## src/inc/fvr_map.vh

```
// Purpose: constants for the algorithm variable readback bank
// Assumes: APB, 32-bit data, word index = byte address / 4
// Notes:   printed locations are word indices; byte address is four times the index
`ifndef FVR_MAP_VH
`define FVR_MAP_VH

// ==========================================================
// word indices (paddr[15:2])
`define FVR_IDX_PHA_V       14'h047e
`define FVR_IDX_PHB_V       14'h0480
`define FVR_IDX_PHC_V       14'h0482
`define FVR_IDX_SIN         14'h04ba
`define FVR_IDX_COS         14'h04bc
`define FVR_IDX_STATIONARY_ALPHA_CURRENT      14'h04d4
`define FVR_IDX_CTRL        14'h0500
`define FVR_IDX_STAT        14'h0501
`define FVR_IDX_UPD_CNT     14'h0502

// ==========================================================
// decode vector positions (also update select codes for samples)
`define FVR_NUM_SAMPLE      6
`define FVR_HIT_W           9
`define FVR_HIT_PHA_V       0
`define FVR_HIT_PHB_V       1
`define FVR_HIT_PHC_V       2
`define FVR_HIT_SIN         3
`define FVR_HIT_COS         4
`define FVR_HIT_STATIONARY_ALPHA_CURRENT      5
`define FVR_HIT_CTRL        6
`define FVR_HIT_STAT        7
`define FVR_HIT_UPD_CNT     8

// ==========================================================
// field positions
`define FVR_CTRL_FREEZE     0
`define FVR_STAT_FRESH_LO   0
`define FVR_STAT_OVR_LO     8
`define FVR_STAT_SIGN_LO    16
`define FVR_STAT_FROZEN     24

// ==========================================================
// reset values
`define FVR_SAMPLE_RST      32'h00000000
`define FVR_WORD_ZERO       32'h00000000
`define FVR_CNT_RST         16'h0000
`define FVR_CNT_ONE         16'h0001

`endif
```

## src/core/fvr_addr_decode.v

```verilog
// Purpose: APB address to one-hot register select
// Assumes: paddr stable through setup and access
// Notes:   misaligned or unlisted addresses give mapped low
`timescale 1ns/1ns
`include "fvr_map.vh"

module fvr_addr_decode (
	input  wire [15:0]             paddr,
	output reg  [`FVR_HIT_W-1:0]   hit,
	output wire                    mapped
);

	// ==========================================================
	// decode
	always @* begin
		hit = {`FVR_HIT_W{1'b0}};
		if (paddr[1:0] == 2'h0) begin
			case (paddr[15:2])
				`FVR_IDX_PHA_V:   hit[`FVR_HIT_PHA_V]   = 1'b1;
				`FVR_IDX_PHB_V:   hit[`FVR_HIT_PHB_V]   = 1'b1;
				`FVR_IDX_PHC_V:   hit[`FVR_HIT_PHC_V]   = 1'b1;
				`FVR_IDX_SIN:     hit[`FVR_HIT_SIN]     = 1'b1;
				`FVR_IDX_COS:     hit[`FVR_HIT_COS]     = 1'b1;
				`FVR_IDX_STATIONARY_ALPHA_CURRENT:  hit[`FVR_HIT_STATIONARY_ALPHA_CURRENT]  = 1'b1;
				`FVR_IDX_CTRL:    hit[`FVR_HIT_CTRL]    = 1'b1;
				`FVR_IDX_STAT:    hit[`FVR_HIT_STAT]    = 1'b1;
				`FVR_IDX_UPD_CNT: hit[`FVR_HIT_UPD_CNT] = 1'b1;
				default:          hit = {`FVR_HIT_W{1'b0}};
			endcase
		end
	end

	assign mapped = |hit;

endmodule

```

## src/core/fvr_readback_regs.v

```verilog
// Purpose: APB read-only bank of control algorithm variables
// Assumes: update strobe inputs synchronous to pclk
// Notes:   one access-phase cycle per transfer; pready comes from a flop
//
// Our own choice: the APB slave port.
`timescale 1ns/1ns
`include "fvr_map.vh"

module fvr_readback_regs (
	input  wire        pclk,
	input  wire        presetn,
	input  wire        psel,
	input  wire        penable,
	input  wire        pwrite,
	input  wire [15:0] paddr,
	input  wire [31:0] pwdata,
	output wire [31:0] prdata,
	output wire        pready,
	output wire        pslverr,
	input  wire        upd_valid,
	input  wire [2:0]  upd_sel,
	input  wire [31:0] upd_data
);

	localparam NS = `FVR_NUM_SAMPLE;

	// ==========================================================
	// apb handshake state
	reg  [31:0]           prdata_ff;
	reg                   pready_ff;
	reg                   pslverr_ff;
	reg  [31:0]           nxt_prdata;
	reg                   nxt_pslverr;
	wire                  nxt_pready;

	// ==========================================================
	// software visible control and status
	reg                   freeze_ff;
	reg  [NS-1:0]         overrun_ff;
	reg  [15:0]           upd_cnt_ff;
	reg  [15:0]           nxt_upd_cnt;
	wire                  nxt_freeze;
	wire [NS-1:0]         nxt_overrun;

	// ==========================================================
	// decode and strobes
	wire [`FVR_HIT_W-1:0] hit;
	wire                  mapped;
	wire                  setup_ph;
	wire                  done_ph;
	wire                  rd_done;
	wire                  wr_done;
	wire                  wr_to_ro;
	wire                  ctrl_wr;
	wire                  stat_wr;
	wire                  cnt_wr;
	wire                  freeze_take;
	wire                  upd_any;

	// ==========================================================
	// per-sample signals, flattened
	wire [32*NS-1:0]      word_bus;
	wire [NS-1:0]         fresh_vec;
	wire [NS-1:0]         ovr_evt_vec;
	wire [NS-1:0]         sign_vec;
	wire [NS-1:0]         upd_en_vec;
	wire [NS-1:0]         rd_clr_vec;
	wire [31:0]           stat_word;
	wire [31:0]           ctrl_word;
	wire [31:0]           cnt_word;

	integer k;

	// ==========================================================
	// address decode
	fvr_addr_decode u_decode (
		.paddr  (paddr),
		.hit    (hit),
		.mapped (mapped)
	);

	// ==========================================================
	// apb phases
	// pready is a flop, so the slave answers in the first access cycle
	// and every transfer is exactly setup plus one access cycle
	assign setup_ph   = psel & ~penable;
	assign done_ph    = psel & penable & pready_ff;
	assign nxt_pready = setup_ph;

	// sample words are read-only; a write there is an error with no effect
	assign wr_to_ro   = pwrite & (|hit[NS-1:0]);

	assign rd_done    = done_ph & ~pwrite & ~pslverr_ff;
	assign wr_done    = done_ph &  pwrite & ~pslverr_ff;
	assign ctrl_wr    = wr_done & hit[`FVR_HIT_CTRL];
	assign stat_wr    = wr_done & hit[`FVR_HIT_STAT];
	assign cnt_wr     = wr_done & hit[`FVR_HIT_UPD_CNT];

	// ==========================================================
	// freeze control
	// snapshot is taken only on the rising edge of the freeze bit so a
	// repeated write of one does not refresh a half-read set of words
	assign nxt_freeze  = ctrl_wr ? pwdata[`FVR_CTRL_FREEZE] : freeze_ff;
	assign freeze_take = ctrl_wr & pwdata[`FVR_CTRL_FREEZE] & ~freeze_ff;

	// ==========================================================
	// sample bank
	genvar gi;
	generate
		for (gi = 0; gi < NS; gi = gi + 1) begin : g_sample
			// widened select keeps the compare at the genvar's own width
			assign upd_en_vec[gi] = upd_valid & ({29'h00000000, upd_sel} == gi);
			// a completed read of the word marks it as seen
			assign rd_clr_vec[gi] = rd_done & hit[gi];

			fvr_sample_reg u_sample (
				.pclk        (pclk),
				.presetn     (presetn),
				.upd_en      (upd_en_vec[gi]),
				.upd_data    (upd_data),
				.freeze_take (freeze_take),
				.frozen      (freeze_ff),
				.rd_clear    (rd_clr_vec[gi]),
				.read_word   (word_bus[32*gi +: 32]),
				.fresh       (fresh_vec[gi]),
				.overrun_evt (ovr_evt_vec[gi]),
				.sign        (sign_vec[gi])
			);
		end
	endgenerate

	// ==========================================================
	// overrun flags
	// write one to clear; a new overrun in the same cycle wins
	assign nxt_overrun = (overrun_ff & ~({NS{stat_wr}} & pwdata[`FVR_STAT_OVR_LO +: NS]))
	                   | ovr_evt_vec;

	// ==========================================================
	// update counter
	// selects above the bank are ignored and not counted
	assign upd_any = |upd_en_vec;

	always @* begin
		nxt_upd_cnt = upd_cnt_ff;
		if (cnt_wr) begin
			nxt_upd_cnt = upd_any ? `FVR_CNT_ONE : `FVR_CNT_RST;
		end else if (upd_any) begin
			nxt_upd_cnt = upd_cnt_ff + `FVR_CNT_ONE;
		end
	end

	// ==========================================================
	// readback words of the own registers
	assign ctrl_word = {31'h00000000, freeze_ff};
	assign cnt_word  = {16'h0000, upd_cnt_ff};
	assign stat_word = {7'h00, freeze_ff,
	                    2'h0, sign_vec,
	                    2'h0, overrun_ff,
	                    2'h0, fresh_vec};

	// ==========================================================
	// read mux, captured in the setup cycle
	// capturing at setup keeps prdata a flop output; an update landing in
	// the access cycle shows on the next read and keeps its fresh flag
	always @* begin
		nxt_prdata  = `FVR_WORD_ZERO;
		nxt_pslverr = 1'b0;
		if (!mapped || wr_to_ro) begin
			nxt_pslverr = 1'b1;
		end else if (!pwrite) begin
			for (k = 0; k < NS; k = k + 1) begin
				if (hit[k]) begin
					nxt_prdata = word_bus[32*k +: 32];
				end
			end
			if (hit[`FVR_HIT_CTRL]) begin
				nxt_prdata = ctrl_word;
			end
			if (hit[`FVR_HIT_STAT]) begin
				nxt_prdata = stat_word;
			end
			if (hit[`FVR_HIT_UPD_CNT]) begin
				nxt_prdata = cnt_word;
			end
		end
	end

	// ==========================================================
	// apb output flops
	always @(posedge pclk or negedge presetn) begin
		if (!presetn) begin
			prdata_ff  <= `FVR_WORD_ZERO;
			pready_ff  <= 1'b0;
			pslverr_ff <= 1'b0;
		end else begin
			pready_ff <= nxt_pready;
			if (setup_ph) begin
				prdata_ff  <= nxt_prdata;
				pslverr_ff <= nxt_pslverr;
			end else if (done_ph) begin
				// drop back to idle values once the transfer closes
				prdata_ff  <= `FVR_WORD_ZERO;
				pslverr_ff <= 1'b0;
			end
		end
	end

	// ==========================================================
	// control and status flops
	always @(posedge pclk or negedge presetn) begin
		if (!presetn) begin
			freeze_ff  <= 1'b0;
			overrun_ff <= {NS{1'b0}};
			upd_cnt_ff <= `FVR_CNT_RST;
		end else begin
			freeze_ff  <= nxt_freeze;
			overrun_ff <= nxt_overrun;
			upd_cnt_ff <= nxt_upd_cnt;
		end
	end

	// ==========================================================
	// outputs
	assign prdata  = prdata_ff;
	assign pready  = pready_ff;
	assign pslverr = pslverr_ff;

endmodule

```

## src/core/fvr_sample_reg.v

```verilog
// Purpose: one signed 27-bit-fraction sample word with snapshot and fresh flag
// Assumes: upd_en is a one-cycle strobe from the control algorithm
// Notes:   snapshot keeps multi-word reads coherent while frozen
`timescale 1ns/1ns
`include "fvr_map.vh"

module fvr_sample_reg (
	input  wire        pclk,
	input  wire        presetn,
	input  wire        upd_en,
	input  wire [31:0] upd_data,
	input  wire        freeze_take,
	input  wire        frozen,
	input  wire        rd_clear,
	output wire [31:0] read_word,
	output wire        fresh,
	output wire        overrun_evt,
	output wire        sign
);

	reg  [31:0] live_ff;
	reg  [31:0] snap_ff;
	reg         fresh_ff;
	wire        nxt_fresh;

	// ==========================================================
	// storage
	// set wins over a read clear in the same cycle
	assign nxt_fresh = upd_en | (fresh_ff & ~rd_clear);

	always @(posedge pclk or negedge presetn) begin
		if (!presetn) begin
			live_ff  <= `FVR_SAMPLE_RST;
			snap_ff  <= `FVR_SAMPLE_RST;
			fresh_ff <= 1'b0;
		end else begin
			if (upd_en) begin
				live_ff <= upd_data;
			end
			if (freeze_take) begin
				snap_ff <= live_ff;
			end
			fresh_ff <= nxt_fresh;
		end
	end

	// ==========================================================
	// readback
	assign read_word   = frozen ? snap_ff : live_ff;
	assign fresh       = fresh_ff;
	// an unread value being overwritten; a read in the same cycle saw it
	assign overrun_evt = upd_en & fresh_ff & ~rd_clear;
	assign sign        = live_ff[31];

endmodule

```

## config.mk

```make
export PLATFORM = sky130hd
export DESIGN_NAME = fvr_readback_regs
export DESIGN_NICKNAME = d
export VERILOG_FILES = /design/src/core/fvr_addr_decode.v /design/src/core/fvr_readback_regs.v /design/src/core/fvr_sample_reg.v
export VERILOG_INCLUDE_DIRS = /design/src /design/src/inc
export SDC_FILE = /design/constraint.sdc
export NUM_CORES = 1
export LEC_CHECK = 0
export BUFFER_PORTS_ARGS = -buffer_cell sky130_fd_sc_hd__buf_4
export CORE_MARGIN = 2
export CORE_UTILIZATION = 45
export CTS_CLUSTER_SIZE = 28
export DETAILED_ROUTE_END_ITERATION = 8
export PLACE_DENSITY = 0.73
export SKIP_CTS_REPAIR_TIMING = 1
export SYNTH_ARGS = -nofsm -noshare
export SYNTH_HDL_FRONTEND = slang
export SYNTH_HIERARCHICAL = 1
export SYNTH_SLANG_ARGS = --single-unit
```

## constraint.sdc

```tcl
create_clock -name pclk -period 2.8 [get_ports pclk]
set_input_delay 0.28 -clock pclk [delete_from_list [all_inputs] [get_ports pclk]]
set_output_delay 0.28 -clock pclk [all_outputs]
set_load 0.01 [all_outputs]
```

Word level (Yosys, flattened, before mapping)
Index checks and enable logic that the tools add are counted. Widths: inputs -> output; s select.

Equal/unequal tests: 14. Mux-type cells: 35. Reduce and logical (&&, ||, !) cells: 9. Add/sub/neg operators: 1. Bitwise gates (word level): 63.

Operators by type and width (number): $mux 32 (19); $eq 14x11->1 const B (9); $and 1x1->1 (43); $mux 16 (2); $add 16x1->16 const B (1); $mux 1 (13); $and 6x6->6 (2); $reduce_or 6->1 (2); $not 1->1 (10); $mux 9 (1); $reduce_or 9->1 (1); $eq 3x2->1 const B (2); $eq 3x3->1 const B (2); $not 6->6 (1); $or 1x1->1 (6); $or 6x6->6 (1); $reduce_bool 2->1 (2); $eq 3x1->1 const B (1); $logic_not 3->1 (1); $logic_not 2->1 (1); $logic_not 1->1 (1); $logic_or 1x1->1 (1).

Word-level logic and storage cells: 146. Bits of input ports: 89. Bits in registers: 447. Output and inout bits: 34.

Logic depth before layout (Yosys ltp)
Word-level depth: 15. Gate-level depth with buffers: 11. Depth with buffers taken out: 8.

Modules after synthesis
The synthesis kept the hierarchy.

Modules (own cells, without submodules): fvr_sample_reg (cells each 176, instances 6, area each 3264.4 µm², seq. area each 1626.6 µm²); fvr_readback_regs (cells each 468, instances 1, area each 4043.9 µm², seq. area each 1426.4 µm²); fvr_addr_decode (cells each 37, instances 1, area each 235.2 µm², seq. area each 0.0 µm²).

Worst setup path before layout
OpenSTA, ideal clock, no wires.

Path kind: input port to flip-flop. From: in paddr[15]. To: reg g_sample[0].u_sample.snap_ff[10]. Buffers on the path: 2. Library setup time: 0.125 ns. Data arrival time: 2.822 ns. Required time: 2.675 ns. Stages: 9. Setup slack: -0.147 ns. Cells stage by stage: nor4_4 -> and4b_2 -> nand2b_1 -> nor3_1 -> nand3_1 -> nor3b_1 -> buf_6 -> buf_12 -> mux2_4.

Longest elaborated chain between the ends: 6.

RTL lines: start: declaration (line fvr_readback_regs.v:15) `input wire [15:0] paddr,`; $eq 14x11->1 (line fvr_addr_decode.v:18) `case (paddr[15:2])`; $mux 1 (line fvr_addr_decode.v:18); $mux 9 (line fvr_addr_decode.v:17) `if (paddr[1:0] == 2'h0) begin`; net hit[6] (line fvr_readback_regs.v:47) `` wire [`FVR_HIT_W-1:0] hit; ``; $and 1x1->1 (line fvr_readback_regs.v:95) `` assign ctrl_wr = wr_done & hit[`FVR_HIT_CTRL]; ``; $and 1x1->1 (2 in a row) (line fvr_readback_regs.v:104) `` assign freeze_take = ctrl_wr & pwdata[`FVR_CTRL_FREEZE] & ~freeze_ff; ``; net freeze_take (line fvr_readback_regs.v:57) `wire freeze_take;`; end signal: assignment (line fvr_sample_reg.v:34) `` snap_ff <= `FVR_SAMPLE_RST; ``; end signal: assignment (line fvr_sample_reg.v:41) `snap_ff <= live_ff;`; end: declaration (line fvr_sample_reg.v:22) `reg [31:0] snap_ff;`.

The timed path passes the listed nets, and every way through them passes these cells. A chain may end at the register's enable or synchronous reset.

Final worst setup path
From: in paddr[15]. To: reg prdata_ff[5], in the netlist prdata[5].

Longest elaborated chain between the ends: 15. Elaborated cells between the ends (all ways): 36. Those cells by class: eq/ne: 9; mux: 22; bitwise: 1; reduce/logical: 4.

RTL lines: $eq 14x11->1 * (line fvr_addr_decode.v:18); $mux 1 * (line fvr_addr_decode.v:18); $mux 9 * (line fvr_addr_decode.v:17); net hit[0] (line fvr_readback_regs.v:47); $mux 32 (6 in a row) (line fvr_readback_regs.v:172) `if (hit[k]) begin`; $mux 32 (line fvr_readback_regs.v:176) `` if (hit[`FVR_HIT_CTRL]) begin ``; $mux 32 (line fvr_readback_regs.v:179) `` if (hit[`FVR_HIT_STAT]) begin ``; $mux 32 (line fvr_readback_regs.v:182) `` if (hit[`FVR_HIT_UPD_CNT]) begin ``; $mux 32 (line fvr_readback_regs.v:170) `end else if (!pwrite) begin`; $mux 32 * (line fvr_readback_regs.v:168) `if (!mapped || wr_to_ro) begin`; $mux 32 * (line fvr_readback_regs.v:197) `if (setup_ph) begin`; end signal: assignment (line fvr_readback_regs.v:192) `` prdata_ff <= `FVR_WORD_ZERO; ``; end signal: assignment (line fvr_readback_regs.v:198) `prdata_ff <= nxt_prdata;`; end signal: assignment (line fvr_readback_regs.v:202) `` prdata_ff <= `FVR_WORD_ZERO; ``; end: declaration (line fvr_readback_regs.v:29) `reg [31:0] prdata_ff;`.

The timed path passes the listed nets; every way through them passes the cells marked *.

==> results by group <==
Outcome
  • Outcome: complete, no violations

Critical path
  • Worst reg2reg setup slack: 0.61 ns
  • Critical path class: primary input to register
  • Arr. time, crit path: 2.87 ns
  • R2R cell count: 6
  • Reg-to-Reg End: g_sample[0].u_sample/snap_ff[1]
  • Critical path startpoint category: primary input
  • Worst setup EP type: register
  • R2R Path Start: pslverr
  • Slowest cell on the critical path: nor2b_4
  • CP peak stage delay: roughly 1.1 ns
  • Critical path fanouts, max: 31
  • Required time of the critical path: ~3.3 ns
  • Cells along the critical path: buf_4 > nor4_4 > nand3_1 > nor3_1 > nor2b_4 > a221oi_1 > o31a_1 > o221ai_1

STA
  • Worst slew pin tran: approximately 1.3 ns
  • Final setup vio count: 0
  • Max_slew headroom: between 15 and 20%
  • Setup ws final: about 0.4 ns
  • Final min period: 2.40 ns
  • Period utilisation layout: between 80% and 90%
  • Setup TNS: 0 ns
  • RSZ-0062 raised after global routing: no
  • Fmax: about 0.42 GHz
  • Final Max Slew Viols: 0
  • Layout Skew: approximately 0.013 ns
  • Final Hold Fails: 0

Placed design
  • Dpl hpwl: 34.8 mm
  • Placed instance area: about 0.025 mm2
  • RePlAce Congestion: between 0.8 and 0.9
  • Port Buffer Count: between 90 and 100
  • DP Cell Count: about 2,300
  • Place WS: -0.0770 ns

Flow run
  • Max Cap Viol: 0

Yosys
  • Synth cell types: 66
  • Warnings from Yosys: 6
  • Seq/Total Area, Yosys: a little under half
  • Ys async rst share: 100%
  • EDFF count, synth: 0
  • Ys flop type: dfrtp_1
  • Synth Cell Area: 0.0239 mm2
  • Cells after synthesis: ~1,600
  • Syn Nets: 1,651
  • Mapped Avg Cell Area: about 15 um2
  • Yosys reg bits: around 450

Final layout
  • Post-Layout Cell Count: around 2,400
  • Area occupied by multi-input gates: about 0.011 mm2
  • Final-layout fill cell count: ~4,300
  • Share of cells above drive strength 1: about half
  • Fin area: roughly 0.027 mm2
  • Area Growth Syn to Fin: 11.7%
  • Nets: between 1,500 and 2,000
  • Core Util, Final: between 50% and 60%
  • Most common cell after layout, fill and taps aside: mux2_4
  • Commonest non-fill, non-tap cells in the layout: 528 x mux2_4, 446 x dfrtp_1, 155 x buf_4
  • Register area: around 0.011 mm2

Min path
  • Hold_sp: upd_data[27]
  • Hold EP: g_sample[4].u_sample/live_ff[27]
  • Worst min path class: primary input to register
  • WHS Path Cells: 2

Clocking
  • Clk Latency, worst-skew pair: between 0.5 and 0.6 ns
  • Worst-path clk slew: around 0.07 ns
  • # clock sinks: between 400 and 500
  • TritonCTS buffer count: 44
  • Max Root-Sink Buffers: 3
  • H-tree Lvls: 2
  • Root Driver: clkbuf_16
  • CTS tree: built

Power and ir drop
  • Static leakage: 12.0 nW
  • Cell Pwr Density: approximately 610 mW/mm2
  • Peak VDD IR: 0.000442 V

Route
  • Drt total wl: ~57 mm
  • Drc violations: 0
  • Vias: 13,900
  • Starting DRT DRC Count: 1,154
  • First-pass DRT Iterations: 7
  • Wire per inst: approximately 24 um
  • Vias per inst: 5.79
  • Final ANT Viol Nets: 0

Die
  • Core area: around 0.052 mm2
  • Die X: roughly 230 um
  • Core Rows: 84
  • Die ar.: approximately 0.055 mm2
  • Die height: 234 um
  • Ports: 123
  • Initial cell density of the core: between 40% and 50%

GRT
  • Gr usage total: 21.2%
  • Largest net degree at the start of global routing: 84
  • First-pass GRT wire length: 90.0 mm
  • Grt ovf: 0
  • Initial antenna violation count: 1
  • Number of global-route vias before repair: between 15,000 and 20,000
## how the worst max path moves through the flow
stage                     cells after the start  startpoint                               end
after global routing                          8   paddr[15]                         prdata[2]
after floorplan                               9   paddr[15]  g_sample[0].u_sample/snap_ff[10]
final                                         8   paddr[15]                         prdata[5]
after detailed placement                      8   paddr[15]                         prdata[9]
after CTS                                     8   paddr[15]                         prdata[5]
after global placement                        8   paddr[15]                        prdata[11]
## stage by stage
stage          hold WS [ns]  power, W
2_1_floorplan       -0.0156   0.00960
3_3_place_gp          0.317    0.0102
3_5_place_dp          0.328    0.0103
4_1_cts              -0.259    0.0165
5_1_grt             0.00159    0.0170
6_report            0.00943    0.0163
## kinds of logic (layout without fill, tap and decap cells)
kind of cell | count (synthesis) | after routing | share of synthesized area [%]
and+or+nand+nor | 142 | 142 | 3.49
other | 0 | 1 | 0
DFF | 447 | 447 | 46.9
buffers and inverters | 136 | 287 | 6.38
muxes | 578 | 578 | 35.6
AOI/OAI and AO/OA | 249 | 249 | 7.35
adders and majority gates | 1 | 1 | 0.0524
xor gates and xnor gates | 8 | 8 | 0.294
## synthesized netlist by cell type, types with 12 or more instances
master / number / area share (%)
a21o_1: 12 / 0.38
a21oi_1: 40 / 0.84
a221oi_1: 28 / 1.0
a22oi_1: 23 / 0.72
buf_12: 48 / 4.0
buf_2: 15 / 0.31
buf_6: 18 / 0.85
clkbuf_1: 30 / 0.47
dfrtp_1: 447 / 47
inv_1: 15 / 0.24
mux2_2: 49 / 2.3
mux2_4: 528 / 33
nand2_1: 38 / 0.60
nor2_1: 16 / 0.25
o21ai_0: 26 / 0.55
o21ai_1: 18 / 0.38
o221ai_1: 24 / 0.88
o22ai_1: 29 / 0.76
o31a_1: 28 / 1.0
## area by class of cell
class / count / share of cell area, %
multi-input cells: 978 / 42.2
inverters: 16 / 0.225
diodes: 1 / 0.00939
clock inverters: 12 / 0.474
repair buffers: 191 / 6.71
clock buffers: 68 / 5.19
flip-flops and latches: 447 / 42.0
well taps: 688 / 3.23
## flip-flops by register name, summed over array words and instances, names as in the netlist
signal and cells:
pslverr 1, g_sample.u_sample/live_ff 192, prdata 32, pready 1, g_sample.u_sample/fresh 6, freeze_ff 1, upd_cnt_ff 16, g_sample.u_sample/snap_ff 192
overrun_ff 6
## worst max-delay path: cells and delay by family
family / cells / cell delay (ns)
buf+inv: 1 / 0.12
simple gates: 4 / 1.78
compound gates: 3 / 0.68
## per-layer routing
layer | up-vias | wire length, um | track usage [%]
met1 | 7336 | 24700 | 28.4
met2 | 453 | 27500 | 34.9
met4 | 0 | 1610 | 6.92
li1 | 6008 | - | -
met5 | - | 0 | 0
met3 | 104 | 3280 | 3.62
## power by group
part,internal (W),switching (W)
sequential,0.00714,0.000620
clock,0.00359,0.00256
combinational,0.00170,0.000744
Power figures use the tool's default switching activity.
